**src/mctc_pkg.sv**
```systemverilog
/*
 * Constants, register map and state type of the five-channel timer count core.
 * Assumes a 32-bit APB master and one peripheral clock.
 */
package mctc_pkg;

    // ****************************************
    // Sizes
    // ****************************************
    localparam int NUM_CH = 5;
    localparam int NUM_GR = 16;
    localparam int CNT_W = 16;
    localparam int ADDR_W = 8;
    localparam int CH_W = 3;

    // ****************************************
    // Register offsets
    // ****************************************
    localparam logic [ADDR_W-1:0] OFF_COUNT = 8'h00;
    localparam logic [ADDR_W-1:0] OFF_GREG = 8'h20;
    localparam logic [ADDR_W-1:0] OFF_RUN = 8'h60;
    localparam logic [ADDR_W-1:0] OFF_SYNC = 8'h64;
    localparam logic [ADDR_W-1:0] OFF_CTRL = 8'h68;
    localparam logic [ADDR_W-1:0] OFF_CAPSEL = 8'h6C;
    localparam logic [ADDR_W-1:0] OFF_PINCTL = 8'h70;
    localparam logic [ADDR_W-1:0] OFF_FLAGS = 8'h74;
    localparam logic [ADDR_W-1:0] WORD_STEP = 8'h04;

    // ****************************************
    // Field positions
    // ****************************************
    localparam int CTRL_CLR_LSB = 0;
    localparam int CTRL_UD1_BIT = 8;
    localparam int CTRL_UD2_BIT = 9;
    localparam int CTRL_CPWM_BIT = 10;
    localparam int CTRL_RPWM_BIT = 11;
    localparam int CTRL_BUF_LSB = 12;
    localparam int PIN_INIT_LSB = 0;
    localparam int PIN_LVL_LSB = 8;
    localparam int FLG_OVF_LSB = 0;
    localparam int FLG_UNF1_BIT = 8;
    localparam int FLG_UNF2_BIT = 9;
    localparam int BIT_CH4 = 7;
    localparam int BIT_CH3 = 6;

    // ****************************************
    // Reset values and count limits
    // ****************************************
    localparam logic [CNT_W-1:0] COUNT_RST = 16'h0000;
    localparam logic [CNT_W-1:0] GREG_RST = 16'hFFFF;
    localparam logic [CNT_W-1:0] COUNT_MAX = 16'hFFFF;
    localparam logic [CNT_W-1:0] COUNT_ONE = 16'h0001;

    // ****************************************
    // Channel layout of the general registers
    // ****************************************
    localparam logic [CH_W-1:0] GR_A_CH0 = 3'h0;
    localparam logic [CH_W-1:0] GR_A_CH1 = 3'h4;
    localparam logic [CH_W-1:0] GR_A_CH2 = 3'h6;
    localparam logic [3:0] GR_A_CH3 = 4'h8;
    localparam logic [3:0] GR_A_CH4 = 4'hC;
    localparam int GR_C_OFS = 2;

    function automatic logic [3:0] gr_a_idx(input int ch);
        case (ch)
            0: gr_a_idx = 4'(GR_A_CH0);
            1: gr_a_idx = 4'(GR_A_CH1);
            2: gr_a_idx = 4'(GR_A_CH2);
            3: gr_a_idx = GR_A_CH3;
            default: gr_a_idx = GR_A_CH4;
        endcase
    endfunction

    function automatic logic has_four_gr(input int ch);
        has_four_gr = (ch == 0) || (ch == 3) || (ch == 4);
    endfunction

    // Channel vector to byte layout: ch4 bit 7, ch3 bit 6, ch2..0 bits 2..0
    function automatic logic [7:0] ch_to_byte(input logic [NUM_CH-1:0] v);
        ch_to_byte = {v[4], v[3], 3'h0, v[2:0]};
    endfunction

    function automatic logic [NUM_CH-1:0] byte_to_ch(input logic [31:0] d);
        byte_to_ch = {d[BIT_CH4], d[BIT_CH3], d[2:0]};
    endfunction

    // ****************************************
    // State of the core
    // ****************************************
    typedef struct packed {
        logic [NUM_CH-1:0][CNT_W-1:0] count;
        logic [NUM_GR-1:0][CNT_W-1:0] greg;
        logic [NUM_CH-1:0] run_bits;
        logic [NUM_CH-1:0] sync_bits;
        logic [NUM_CH-1:0] clr_en;
        logic ud1;
        logic ud2;
        logic cpwm;
        logic rpwm;
        logic [NUM_CH-1:0] buf_en;
        logic [NUM_GR-1:0] capsel;
        logic [NUM_CH-1:0] init_lvl;
        logic [NUM_CH-1:0] cmp_lvl;
        logic [NUM_CH-1:0] pin;
        logic [NUM_CH-1:0] overflow_flag;
        logic [1:0] underflow_flag;
        logic [31:0] rdata;
        logic err;
    } mctc_state_t;

endpackage

```
**src/mctc_core.sv**
```systemverilog
/*
 * Counting core of a five-channel 16-bit timer: counters, general
 * compare/capture registers with buffering, run and synchronization control.
 * Assumes an APB master on pclk, count ticks and capture strobes synchronous
 * to pclk, and a standby level that reinitialises the registers.
 */
`timescale 1ns/1ps

// Operation
// - Five 16-bit count registers, one per channel.
// - Counts clear to zero on reset, standby and enabled clear requests.
// - Channel 0 counts up; channels 1, 2 count down only in up/down modes.
// - Channels 3, 4 count down only in complementary PWM mode.
// - Each general register is 16 bits, compare or capture.
// - Sixteen general registers: four for channels 0, 3, 4, two for 1, 2.
// - Registers C and D buffer A and B on channels 0, 3, 4.
// - General registers set to all ones on reset and standby.
// - Run register bit per channel; one counts, zero halts; resets zero.
// - Bits 5 to 3 of run and sync registers read zero.
// - Halting a channel outside PWM modes keeps its pin at its current level.
// - Pin control write while halted drives the initial level.
// - In PWM modes, halting returns the pin to its initial level.
// - Sync register bit per channel; zero means independent operation.
// - Synchronized channels preset and clear together.
// - Sync register resets to zero on reset and standby.
// - Overflow flag sets when a counter wraps from all ones to zero.
// - Underflow flag sets on channels 1, 2 when wrapping down from zero.
module mctc_core
    import mctc_pkg::*;
(
    // Clock and reset
    input wire logic pclk,
    input wire logic presetn,
    input wire logic standby,
    // APB slave
    input wire logic psel,
    input wire logic penable,
    input wire logic pwrite,
    input wire logic [ADDR_W-1:0] paddr,
    input wire logic [31:0] pwdata,
    output logic [31:0] prdata,
    output logic pready,
    output logic pslverr,
    // Count events
    input wire logic [NUM_CH-1:0] count_tick,
    input wire logic [NUM_CH-1:0] count_down,
    input wire logic [NUM_CH-1:0] clear_req,
    input wire logic [NUM_GR-1:0] capture_strobe,
    // Pins
    output logic [NUM_CH-1:0] timer_io_pin,
    output logic [NUM_CH-1:0] overflow_flag,
    output logic [1:0] underflow_flag
);

    // ****************************************
    // State
    // ****************************************
    mctc_state_t s;
    mctc_state_t next_s;

    logic setup;
    logic wr;
    logic hit;
    logic [NUM_CH-1:0] cnt_wr;
    logic [NUM_GR-1:0] gr_wr;
    logic [NUM_CH-1:0] down;
    logic [NUM_CH-1:0] step;
    logic [NUM_CH-1:0] clr;
    logic [NUM_CH-1:0] match_a;
    logic [NUM_CH-1:0] match_b;
    logic [NUM_CH-1:0] new_run;
    logic sync_clr;
    logic sync_preset;
    logic [CNT_W-1:0] preset_val;
    logic [3:0] ia;

    assign setup = psel & ~penable;
    assign wr = psel & penable & pwrite;
    // Registered answer: read data is caught in the setup cycle
    assign pready = psel & penable;
    assign prdata = s.rdata;
    assign pslverr = psel & penable & s.err;
    assign timer_io_pin = s.pin;
    assign overflow_flag = s.overflow_flag;
    assign underflow_flag = s.underflow_flag;

    // ****************************************
    // Next state
    // ****************************************
    always_comb begin
        next_s = s;
        cnt_wr = '0;
        gr_wr = '0;
        down = '0;
        step = '0;
        clr = '0;
        match_a = '0;
        match_b = '0;
        sync_clr = 1'b0;
        sync_preset = 1'b0;
        preset_val = COUNT_RST;
        ia = '0;
        hit = 1'b0;
        new_run = s.run_bits;

        // Address decode
        for (int i = 0; i < NUM_CH; i++) begin
            if (paddr == OFF_COUNT + ADDR_W'(i) * WORD_STEP) begin
                cnt_wr[i] = wr;
            end
        end
        for (int g = 0; g < NUM_GR; g++) begin
            if (paddr == OFF_GREG + ADDR_W'(g) * WORD_STEP) begin
                gr_wr[g] = wr;
            end
        end

        // Read path, sampled in the setup cycle
        if (setup) begin
            next_s.rdata = '0;
            next_s.err = 1'b0;
            for (int i = 0; i < NUM_CH; i++) begin
                if (paddr == OFF_COUNT + ADDR_W'(i) * WORD_STEP) begin
                    next_s.rdata = {16'h0000, s.count[i]};
                    hit = 1'b1;
                end
            end
            for (int g = 0; g < NUM_GR; g++) begin
                if (paddr == OFF_GREG + ADDR_W'(g) * WORD_STEP) begin
                    next_s.rdata = {16'h0000, s.greg[g]};
                    hit = 1'b1;
                end
            end
            unique case (paddr)
                OFF_RUN: begin
                    next_s.rdata = {24'h000000, ch_to_byte(s.run_bits)};
                    hit = 1'b1;
                end
                OFF_SYNC: begin
                    next_s.rdata = {24'h000000, ch_to_byte(s.sync_bits)};
                    hit = 1'b1;
                end
                OFF_CTRL: begin
                    next_s.rdata[CTRL_CLR_LSB +: NUM_CH] = s.clr_en;
                    next_s.rdata[CTRL_UD1_BIT] = s.ud1;
                    next_s.rdata[CTRL_UD2_BIT] = s.ud2;
                    next_s.rdata[CTRL_CPWM_BIT] = s.cpwm;
                    next_s.rdata[CTRL_RPWM_BIT] = s.rpwm;
                    next_s.rdata[CTRL_BUF_LSB +: NUM_CH] = s.buf_en;
                    hit = 1'b1;
                end
                OFF_CAPSEL: begin
                    next_s.rdata = {16'h0000, s.capsel};
                    hit = 1'b1;
                end
                OFF_PINCTL: begin
                    next_s.rdata[PIN_INIT_LSB +: NUM_CH] = s.init_lvl;
                    next_s.rdata[PIN_LVL_LSB +: NUM_CH] = s.cmp_lvl;
                    hit = 1'b1;
                end
                OFF_FLAGS: begin
                    next_s.rdata[FLG_OVF_LSB +: NUM_CH] = s.overflow_flag;
                    next_s.rdata[FLG_UNF1_BIT] = s.underflow_flag[0];
                    next_s.rdata[FLG_UNF2_BIT] = s.underflow_flag[1];
                    hit = 1'b1;
                end
                default: begin
                end
            endcase
            next_s.err = ~hit;
        end

        // Control register writes
        if (wr) begin
            unique case (paddr)
                OFF_RUN: begin
                    new_run = byte_to_ch(pwdata);
                end
                OFF_SYNC: begin
                    next_s.sync_bits = byte_to_ch(pwdata);
                end
                OFF_CTRL: begin
                    next_s.clr_en = pwdata[CTRL_CLR_LSB +: NUM_CH];
                    next_s.ud1 = pwdata[CTRL_UD1_BIT];
                    next_s.ud2 = pwdata[CTRL_UD2_BIT];
                    next_s.cpwm = pwdata[CTRL_CPWM_BIT];
                    next_s.rpwm = pwdata[CTRL_RPWM_BIT];
                    next_s.buf_en = pwdata[CTRL_BUF_LSB +: NUM_CH];
                end
                OFF_CAPSEL: begin
                    next_s.capsel = pwdata[NUM_GR-1:0];
                end
                OFF_PINCTL: begin
                    next_s.init_lvl = pwdata[PIN_INIT_LSB +: NUM_CH];
                    next_s.cmp_lvl = pwdata[PIN_LVL_LSB +: NUM_CH];
                    for (int i = 0; i < NUM_CH; i++) begin
                        if (!s.run_bits[i]) begin
                            next_s.pin[i] = pwdata[PIN_INIT_LSB + i];
                        end
                    end
                end
                default: begin
                end
            endcase
        end
        next_s.run_bits = new_run;

        // Direction per channel
        down[0] = 1'b0;
        down[1] = s.ud1 & count_down[1];
        down[2] = s.ud2 & count_down[2];
        down[3] = s.cpwm & count_down[3];
        down[4] = s.cpwm & count_down[4];
        step = s.run_bits & count_tick;

        // Compare matches
        for (int i = 0; i < NUM_CH; i++) begin
            ia = gr_a_idx(i);
            match_a[i] = s.run_bits[i] & ~s.capsel[ia] & (s.count[i] == s.greg[ia]);
            match_b[i] = s.run_bits[i] & ~s.capsel[ia + 4'h1] &
                (s.count[i] == s.greg[ia + 4'h1]);
        end

        // Clears and presets, shared among synchronized channels
        clr = clear_req & s.clr_en;
        sync_clr = |(clr & s.sync_bits);
        for (int i = 0; i < NUM_CH; i++) begin
            if (cnt_wr[i] && s.sync_bits[i]) begin
                sync_preset = 1'b1;
                preset_val = pwdata[CNT_W-1:0];
            end
        end

        // Counters: write, then clear, then count
        for (int i = 0; i < NUM_CH; i++) begin
            if (cnt_wr[i] || (sync_preset && s.sync_bits[i])) begin
                next_s.count[i] = sync_preset && s.sync_bits[i] ?
                    preset_val : pwdata[CNT_W-1:0];
            end else if (clr[i] || (sync_clr && s.sync_bits[i])) begin
                next_s.count[i] = COUNT_RST;
            end else if (step[i]) begin
                if (down[i]) begin
                    next_s.count[i] = s.count[i] - COUNT_ONE;
                    if (s.count[i] == COUNT_RST) begin
                        if (i == 1) begin
                            next_s.underflow_flag[0] = 1'b1;
                        end
                        if (i == 2) begin
                            next_s.underflow_flag[1] = 1'b1;
                        end
                    end
                end else begin
                    next_s.count[i] = s.count[i] + COUNT_ONE;
                    if (s.count[i] == COUNT_MAX) begin
                        next_s.overflow_flag[i] = 1'b1;
                    end
                end
            end
        end

        // Flag clears: zero written clears, a set in the same cycle wins
        if (wr && paddr == OFF_FLAGS) begin
            next_s.overflow_flag = next_s.overflow_flag &
                (~s.overflow_flag | pwdata[FLG_OVF_LSB +: NUM_CH] | next_s.overflow_flag &
                ~s.overflow_flag);
            if (!pwdata[FLG_UNF1_BIT] && s.underflow_flag[0]) begin
                next_s.underflow_flag[0] = 1'b0;
            end
            if (!pwdata[FLG_UNF2_BIT] && s.underflow_flag[1]) begin
                next_s.underflow_flag[1] = 1'b0;
            end
            for (int i = 0; i < NUM_CH; i++) begin
                if (step[i] && !down[i] && s.count[i] == COUNT_MAX) begin
                    next_s.overflow_flag[i] = 1'b1;
                end
            end
            if (step[1] && down[1] && s.count[1] == COUNT_RST) begin
                next_s.underflow_flag[0] = 1'b1;
            end
            if (step[2] && down[2] && s.count[2] == COUNT_RST) begin
                next_s.underflow_flag[1] = 1'b1;
            end
        end

        // General registers: software write, capture, buffer transfer
        for (int g = 0; g < NUM_GR; g++) begin
            if (gr_wr[g]) begin
                next_s.greg[g] = pwdata[CNT_W-1:0];
            end
        end
        for (int i = 0; i < NUM_CH; i++) begin
            ia = gr_a_idx(i);
            for (int k = 0; k < 4; k++) begin
                if ((k < 2 || has_four_gr(i)) && s.capsel[ia + 4'(k)] &&
                    capture_strobe[ia + 4'(k)]) begin
                    next_s.greg[ia + 4'(k)] = s.count[i];
                end
            end
            // Buffer pairs: C feeds A, D feeds B on compare match
            if (has_four_gr(i) && s.buf_en[i]) begin
                if (match_a[i]) begin
                    next_s.greg[ia] = s.greg[ia + 4'(GR_C_OFS)];
                end
                if (match_b[i]) begin
                    next_s.greg[ia + 4'h1] = s.greg[ia + 4'(GR_C_OFS) + 4'h1];
                end
            end
        end

        // Pin levels
        for (int i = 0; i < NUM_CH; i++) begin
            if (match_a[i]) begin
                next_s.pin[i] = s.cmp_lvl[i];
            end
            if (s.run_bits[i] && !new_run[i]) begin
                // Halting freezes the pin unless a PWM mode asks for restart level
                if (s.cpwm || s.rpwm) begin
                    next_s.pin[i] = s.init_lvl[i];
                end else begin
                    next_s.pin[i] = s.pin[i];
                end
            end
        end

        // Standby reinitialises like power-on, clock still running
        if (standby) begin
            next_s = '0;
            next_s.greg = {NUM_GR{GREG_RST}};
        end
    end

    // ****************************************
    // Registers
    // ****************************************
    always_ff @(posedge pclk or negedge presetn) begin
        if (!presetn) begin
            s <= '0;
            s.greg <= {NUM_GR{GREG_RST}};
        end else begin
            s <= next_s;
        end
    end

endmodule

```
**config.mk**
```make
export PLATFORM = sky130hd
export DESIGN_NAME = mctc_core
export DESIGN_NICKNAME = d
export VERILOG_FILES = /design/src/mctc_pkg.sv /design/src/mctc_core.sv
export SDC_FILE = /design/constraint.sdc
export NUM_CORES = 2
export LEC_CHECK = 0
export ABC_AREA = 0
export BUFFER_PORTS_ARGS = -buffer_cell sky130_fd_sc_hd__buf_4
export CORE_MARGIN = 8
export CORE_UTILIZATION = 43
export CTS_CLUSTER_DIAMETER = 100
export DETAILED_ROUTE_END_ITERATION = 16
export GPL_ROUTABILITY_DRIVEN = 0
export MAX_ROUTING_LAYER = met4
export REMOVE_ABC_BUFFERS = 1
export SLEW_MARGIN = 20
export SYNTH_ARGS = -nofsm -noshare
export SYNTH_HDL_FRONTEND = slang
export SYNTH_SLANG_ARGS = --single-unit
```
**constraint.sdc**
```tcl
create_clock -name pclk -period 3.2 [get_ports pclk]
set_input_delay 0.16 -clock pclk [delete_from_list [all_inputs] [get_ports pclk]]
set_output_delay 0.16 -clock pclk [all_outputs]
set_load 0.02 [all_outputs]
```
After elaboration in Yosys (flattened, before gate mapping)
Index checks and enable logic that the tools add are counted.
{"block": "word_totals", "register_bits": 431, "wordCells": 663, "latchBits": 0, "rom_bits": 0, "n_memories": 0, "output_inout_bits": 46, "mem_bits_rw": 0}
{"block": "classes", "multipliers": 0, "shifts": 0, "add_sub_neg": 9, "n_lt_le_gt_ge": 0, "mux": 411, "div_mod_pow": 0, "eq_ne": 49, "reduce_logical": 111, "bitwise_logic": 42}
{"cell": "2-to-1 mux 256 bit", "n": 10}
{"cell": "2-to-1 mux 32 bit", "n": 43}
{"cell": "2-to-1 mux 16 bit", "n": 80}
{"cell": "2-to-1 mux 224 bit", "n": 2}
{"cell": "2-to-1 mux 431 bit", "n": 1}
{"cell": "2-to-1 mux 208 bit", "n": 2}
{"cell": "2-to-1 mux 160 bit", "n": 2}
{"cell": "2-to-1 mux 144 bit", "n": 2}
{"cell": "2-to-1 mux 240 bit", "n": 1}
{"cell": "2-to-1 mux 1 bit", "n": 236}
{"cell": "2-to-1 mux 192 bit", "n": 1}
{"cell": "2-to-1 mux 176 bit", "n": 1}
{"cell": "== test 16 bit", "n": 8}
{"cell": "2-to-1 mux 128 bit", "n": 1}
{"cell": "== test 8 x 7 -> 1 bit (second input constant)", "n": 14}
{"cell": "2-to-1 mux 112 bit", "n": 1}
{"cell": "2-to-1 mux 96 bit", "n": 1}
{"cell": "adder 16 x 1 -> 16 bit (second input constant)", "n": 5}
{"cell": "== test 16 bit (second input constant)", "n": 5}
{"cell": "2-to-1 mux 80 bit", "n": 1}
{"cell": "== test 8 x 6 -> 1 bit (second input constant)", "n": 8}
{"cell": "2-to-1 mux 64 bit", "n": 1}
{"cell": "subtractor 16 x 1 -> 16 bit (second input constant)", "n": 4}
{"cell": "2-to-1 mux 15 bit", "n": 4}
{"cell": "other kinds (38)", "n": 188}

Logic depth before layout (Yosys ltp)
{"block": "logic_depth", "word_depth": 48, "ltp_mapped": 12}

Worst setup path after synthesis
Ideal clock, no wire load.
{"block": "synth_timing", "kind": "register -> register", "start": "reg s[77] in the netlist's numbering", "end": "reg s[413] in the netlist's numbering", "arrival_time_ns": 2.587, "synth_period_minus_slack_ns": 2.722, "path_stages_with_launch": 11, "setup_time_ns": 0.135, "setup_slack_ns": 0.478, "path_cell_list": "dfrtp_1 > and2_1 > ha_1 > a21oi_1 > o2111ai_1 > nand2_1 > o21ai_0 > or4_1 > a31oi_1 > xor2_1 > o22ai_1"}
{"block": "synth_between", "elab_chain_len": 12}
{"element": "start, declared", "line": "mctc_core.sv:58", "source": "mctc_state_t s;"}
{"element": "start signal, assigned", "line": "mctc_core.sv:340", "source": "s <= next_s;"}
{"element": "AND 1 bit", "line": "mctc_core.sv:212", "source": "down[3] = s.cpwm & count_down[3];"}
{"element": "2-to-1 mux 16 bit", "line": "mctc_core.sv:242", "source": "if (down[i]) begin"}
{"element": "2-to-1 mux 16 bit", "line": "mctc_core.sv:241", "source": "end else if (step[i]) begin"}
{"element": "2-to-1 mux 16 bit", "line": "mctc_core.sv:239", "source": "end else if (clr[i] || (sync_clr && s.sync_bits[i])) begin"}
{"element": "2-to-1 mux 16 bit", "line": "mctc_core.sv:236", "source": "if (cnt_wr[i] || (sync_preset && s.sync_bits[i])) begin"}
{"element": "2-to-1 mux 16 bit", "line": "mctc_core.sv:241"}
{"element": "2-to-1 mux 16 bit", "line": "mctc_core.sv:239"}
{"element": "2-to-1 mux 16 bit", "line": "mctc_core.sv:236"}
{"element": "2-to-1 mux 16 bit", "line": "mctc_core.sv:239"}
{"element": "2-to-1 mux 16 bit (2 in a row)", "line": "mctc_core.sv:236"}
{"element": "2-to-1 mux 431 bit", "line": "mctc_core.sv:326", "source": "if (standby) begin"}
No other way between the ends. The select of a mux whose other input is x is not followed.
A chain may end at the register's enable or synchronous reset.

Worst setup path in the final report
{"block": "layout_timing", "start": "reg s[86] in the netlist's numbering", "end": "reg s[356] in the netlist's numbering"}
{"block": "layout_between", "elab_chain_len": 9, "elab_cells_between_ends": 21}
{"element": "logical AND 1 bit", "line": "mctc_core.sv:228", "source": "if (cnt_wr[i] && s.sync_bits[i]) begin"}
{"element": "2-to-1 mux 1 bit (4 in a row)", "line": "mctc_core.sv:228"}
{"element": "logical AND 1 bit", "line": "mctc_core.sv:236, mctc_core.sv:237"}
{"element": "2-to-1 mux 16 bit or logical OR 1 bit (tied branches)", "line": "mctc_core.sv:237, mctc_core.sv:236"}
{"element": "2-to-1 mux 16 bit", "line": "mctc_core.sv:236"}
{"element": "2-to-1 mux 431 bit", "line": "mctc_core.sv:326"}
Parallel ways exist; a longest one is shown, timed or not. The select of a mux whose other input is x is not followed.

==> metrics.md <==
| Metric | Value |
|---|---|
| Fin crit period | 3.05 ns |
| Fin crit share | 95.4% |
| Crit path max fanout | 18 |
| P_leak | between 10 and 15 nW |
| Die area | 78,700 µm² |
| Worst VDD drop | a little under 0.0004 V |
| CTS tree | done |
| Hpwl dp | 93.4 mm |
| Fmax | between 300 and 400 MHz |
| Setup bufs post-CTS | 0 |
| Post-synthesis register bit count | 416 |
| CP required | 3.65 ns |
| Io pins | 123 |
| Gr ovfl total | 0 |
| Mapped Avg Cell Area | 8.30 µm² |
| 1st-iter DRT viols | 4,399 |
| Fill count | 6,845 |
| Relative slew margins | 19.6% |
| Buffers on Ports | 91 |
| CP Capture Type | register |
| Outcome | finished clean |
| Primary FF master, synth | dfstp_2 |
| Die H | around 280 µm |
| Synth Area in Simple Gates | 18.7% |
| Post-route cell area | 34,000 µm² |
| Core Region | around 70,000 µm² |
| R2R Setup Slk | 0.15 ns |
| Main combinational cell family by area after synthesis | compound AO/OA/AOI/OAI gates |
| Min Hold Slack | 0.0146 ns |
| Root buffer cell | clkbuf_16 |
| Number of global-route vias before repair | 28,680 |
| Sequential fraction of the synthesis area | 35.7% |
| Die width | around 280 µm |
| Pin count of the biggest net entering global routing | 88 |
| Drt wl/cell | 29.1 µm |
| Power Total | 13.0 mW |
| Power per cell area | around 380 nW/µm² |
| Layout net count | 3,767 |
| Total track usage | 34.1% |
| Skew-Pair Late Insertion Delay | 0.65 ns |
| Area post-placement | 32,300 µm² |
| Vias/cell | 6.66 |
| CTS Buffer Depth | 3 |
| Crit start category | register |
| Unique masters post-synth | 93 |
| Synth Area in Adders | 2.64% |
| Setup ws final | 0.146 ns |
| Critical Path AT | 3.50 ns |
| Post-synthesis compound-gate area fraction | a little under a quarter |
| TritonCTS sink count | ~420 |
| Setup violators final | 0 |
| Final Max Tran Viols | 0 |
| Clock-pin slew on the worst setup and hold paths | 0.06 ns |
| Yosys warnings | 0 |
| Vias post-DR | just over 30,000 |
| RSZ-0062 raised after global routing | false |
| Async S/R FF share, synth | 100% |
| Final WL | between 100 and 150 mm |
| Final antenna-violating net count | 0 |
| Worst Max-Slew Pin Slew | around 1.2 ns |
| TritonCTS Buffers | 50 |
| CP Class | register to register |
| Drc violations | 0 |
| Setup WS pre-CTS | 0.107 ns |
| Initial Util | 43.2% |
| Syn Inst Count | 3,625 |
| Initial antenna violation count | 4 |
| Final Hold Violating Endpoints | 0 |
| Mux contribution to synthesized area | under 10% |
| First-pass GRT wire length | about 200 mm |
| 1st-pass router iterations | 10 |
| Mapped Area | 30,100 µm² |
| Max_cap viols | 0 |
| Share of cells above drive strength 1 | 20.4% |
| Worst Hold Class | input pin to register |
| H-tree depth | 2 |
| Skew final | ~0.042 ns |
| Post-synth EDFFs | 0 |
| Synth Area in XOR/XNOR | 5.56% |
| Row cnt | 97 |
| P&R area growth vs syn | 13.1% |
-- cells in the mapped netlist, types with 7 or more instances --
cell type,number,area [µm²]
a211oi_1,62,465
a21o_1,20,150
a21oi_1,317,1590
a221oi_1,56,490
a222oi_1,10,100
a22o_1,15,131
a22oi_1,56,420
a31oi_1,163,1020
and2_1,15,93.8
and3_1,40,250
buf_1,8,30.0
buf_2,55,275
buf_4,51,383
clkbuf_1,281,1050
dfrtp_1,160,4000
dfstp_2,256,6730
ha_1,57,713
inv_1,25,93.8
mux2_2,15,169
mux2i_1,188,1880
mux4_2,7,158
nand2_1,435,1630
nand2b_1,9,56.3
nand3_1,127,636
nand3b_1,7,52.6
nand4_1,35,219
nor2_1,337,1260
nor2b_1,16,100
nor3_1,98,490
nor4_1,42,263
o2111ai_1,7,61.3
o211ai_1,125,938
o21a_1,8,60.1
o21ai_0,119,596
o21bai_1,10,75.1
o221ai_1,10,87.6
o22ai_1,45,282
o31ai_1,11,82.6
or2_2,7,43.8
or3_1,8,50.1
xnor2_1,83,727
xor2_1,108,946
-- what timing repair did --
item	CTS	global route
gates resized for setup	0	6
endpoints found under the setup margin	0	4
hold buffers	6	0
endpoints found under the hold margin	59	0
-- sequential cells by signal (all words and copies together), names as in the netlist --
signal / flops
underflow_flag: 2
s: 387
prdata: 17
timer_io_pin: 5
overflow_flag: 5
-- cell families after synthesis --
family / Yosys count
AND/OR/NAND/NOR: 1225
other: 1
AO/OA/AOI/OAI: 1098
flip-flops: 416
buffers and inverters: 423
multiplexers: 210
XOR/XNOR: 191
adder cells (fa/ha/maj): 61
-- metal layers --
metal / routed length, µm / up-vias / global-route usage [%] / part of all wire (%)
li1: - / 13272 / - / -
met1: 53800 / 14989 / 45.1 / 40
met2: 56400 / 1999 / 47.9 / 42
met3: 16000 / 457 / 8.31 / 12
met4: 8280 / 0 / 17.7 / 6.2
met5: 0 / - / - / 0
-- layout by cell type, fill, tap and decap left out, types with 35 or more instances in the layout --
cell	instances
o21ai_0	118
xor2_1	108
nand2_1	435
a22oi_1	56
dfstp_2	256
a221oi_1	56
dfrtp_1	160
mux2i_1	188
nor4_1	36
o22ai_1	45
xnor2_1	83
nand3_1	127
nor3_1	95
and3_1	39
o211ai_1	125
buf_4	317
ha_1	57
a211oi_1	61
a21oi_1	316
nand4_1	35
a31oi_1	162
nor2_1	336
clkbuf_16	51
-- worst max-delay path: stages (launching register included) --
cell      delay, ns
dfrtp_1        0.48
mux4_2         0.48
and4_4         0.22
a31oi_4        0.25
nand2_2        0.18
a222oi_1       0.32
buf_4          0.34
nand2_2        0.19
buf_4          0.21
a21oi_1        0.13
a211oi_1       0.07
-- report_power, final --
group	internal, mW	switching [mW]
Combinational	0.367	0.885
Sequential	5.58	0.205
Clock	3.44	2.55
Total	9.39	3.64
-- stage by stage --
| stage | std cells | util (%) | TNS, ns |
|---|---|---|---|
| floorplan | 3241 | - | -670.18 |
| CTS | 4608 | 48.8 | 0 |
| global placement | 4511 | 46.3 | 0 |
| finish | 4613 | 48.8 | 0 |
| global route | 4612 | 48.8 | 0 |
| detailed placement | 4511 | 46.3 | 0 |
-- cell type report --
| type | instances | area [µm²] | area share (%) |
|---|---|---|---|
| tap | 940 | 1180 | 3.46 |
| multi-input combinational | 2800 | 17600 | 51.9 |
| timing repair buffer | 336 | 2690 | 7.90 |
| antenna | 5 | 12.5 | 0.0368 |
| inverter | 25 | 101 | 0.298 |
| clock buffer | 74 | 1430 | 4.21 |
| clock inverter | 17 | 238 | 0.699 |
| sequential | 416 | 10700 | 31.5 |
-- path summary, 6_finish.rpt --
check,endpoint,depth (start not counted),startpoint
min in group asynchronous,s[51],2,presetn
setup / recovery,s[356],10,s[86]
hold / removal,s[416],4,count_tick[4]
hold reg to reg,s[183],2,s[183]
max in group asynchronous,s[332],3,presetn
setup reg to reg,s[356],10,s[86]
No activity file was read; power rests on OpenSTA's default activity.
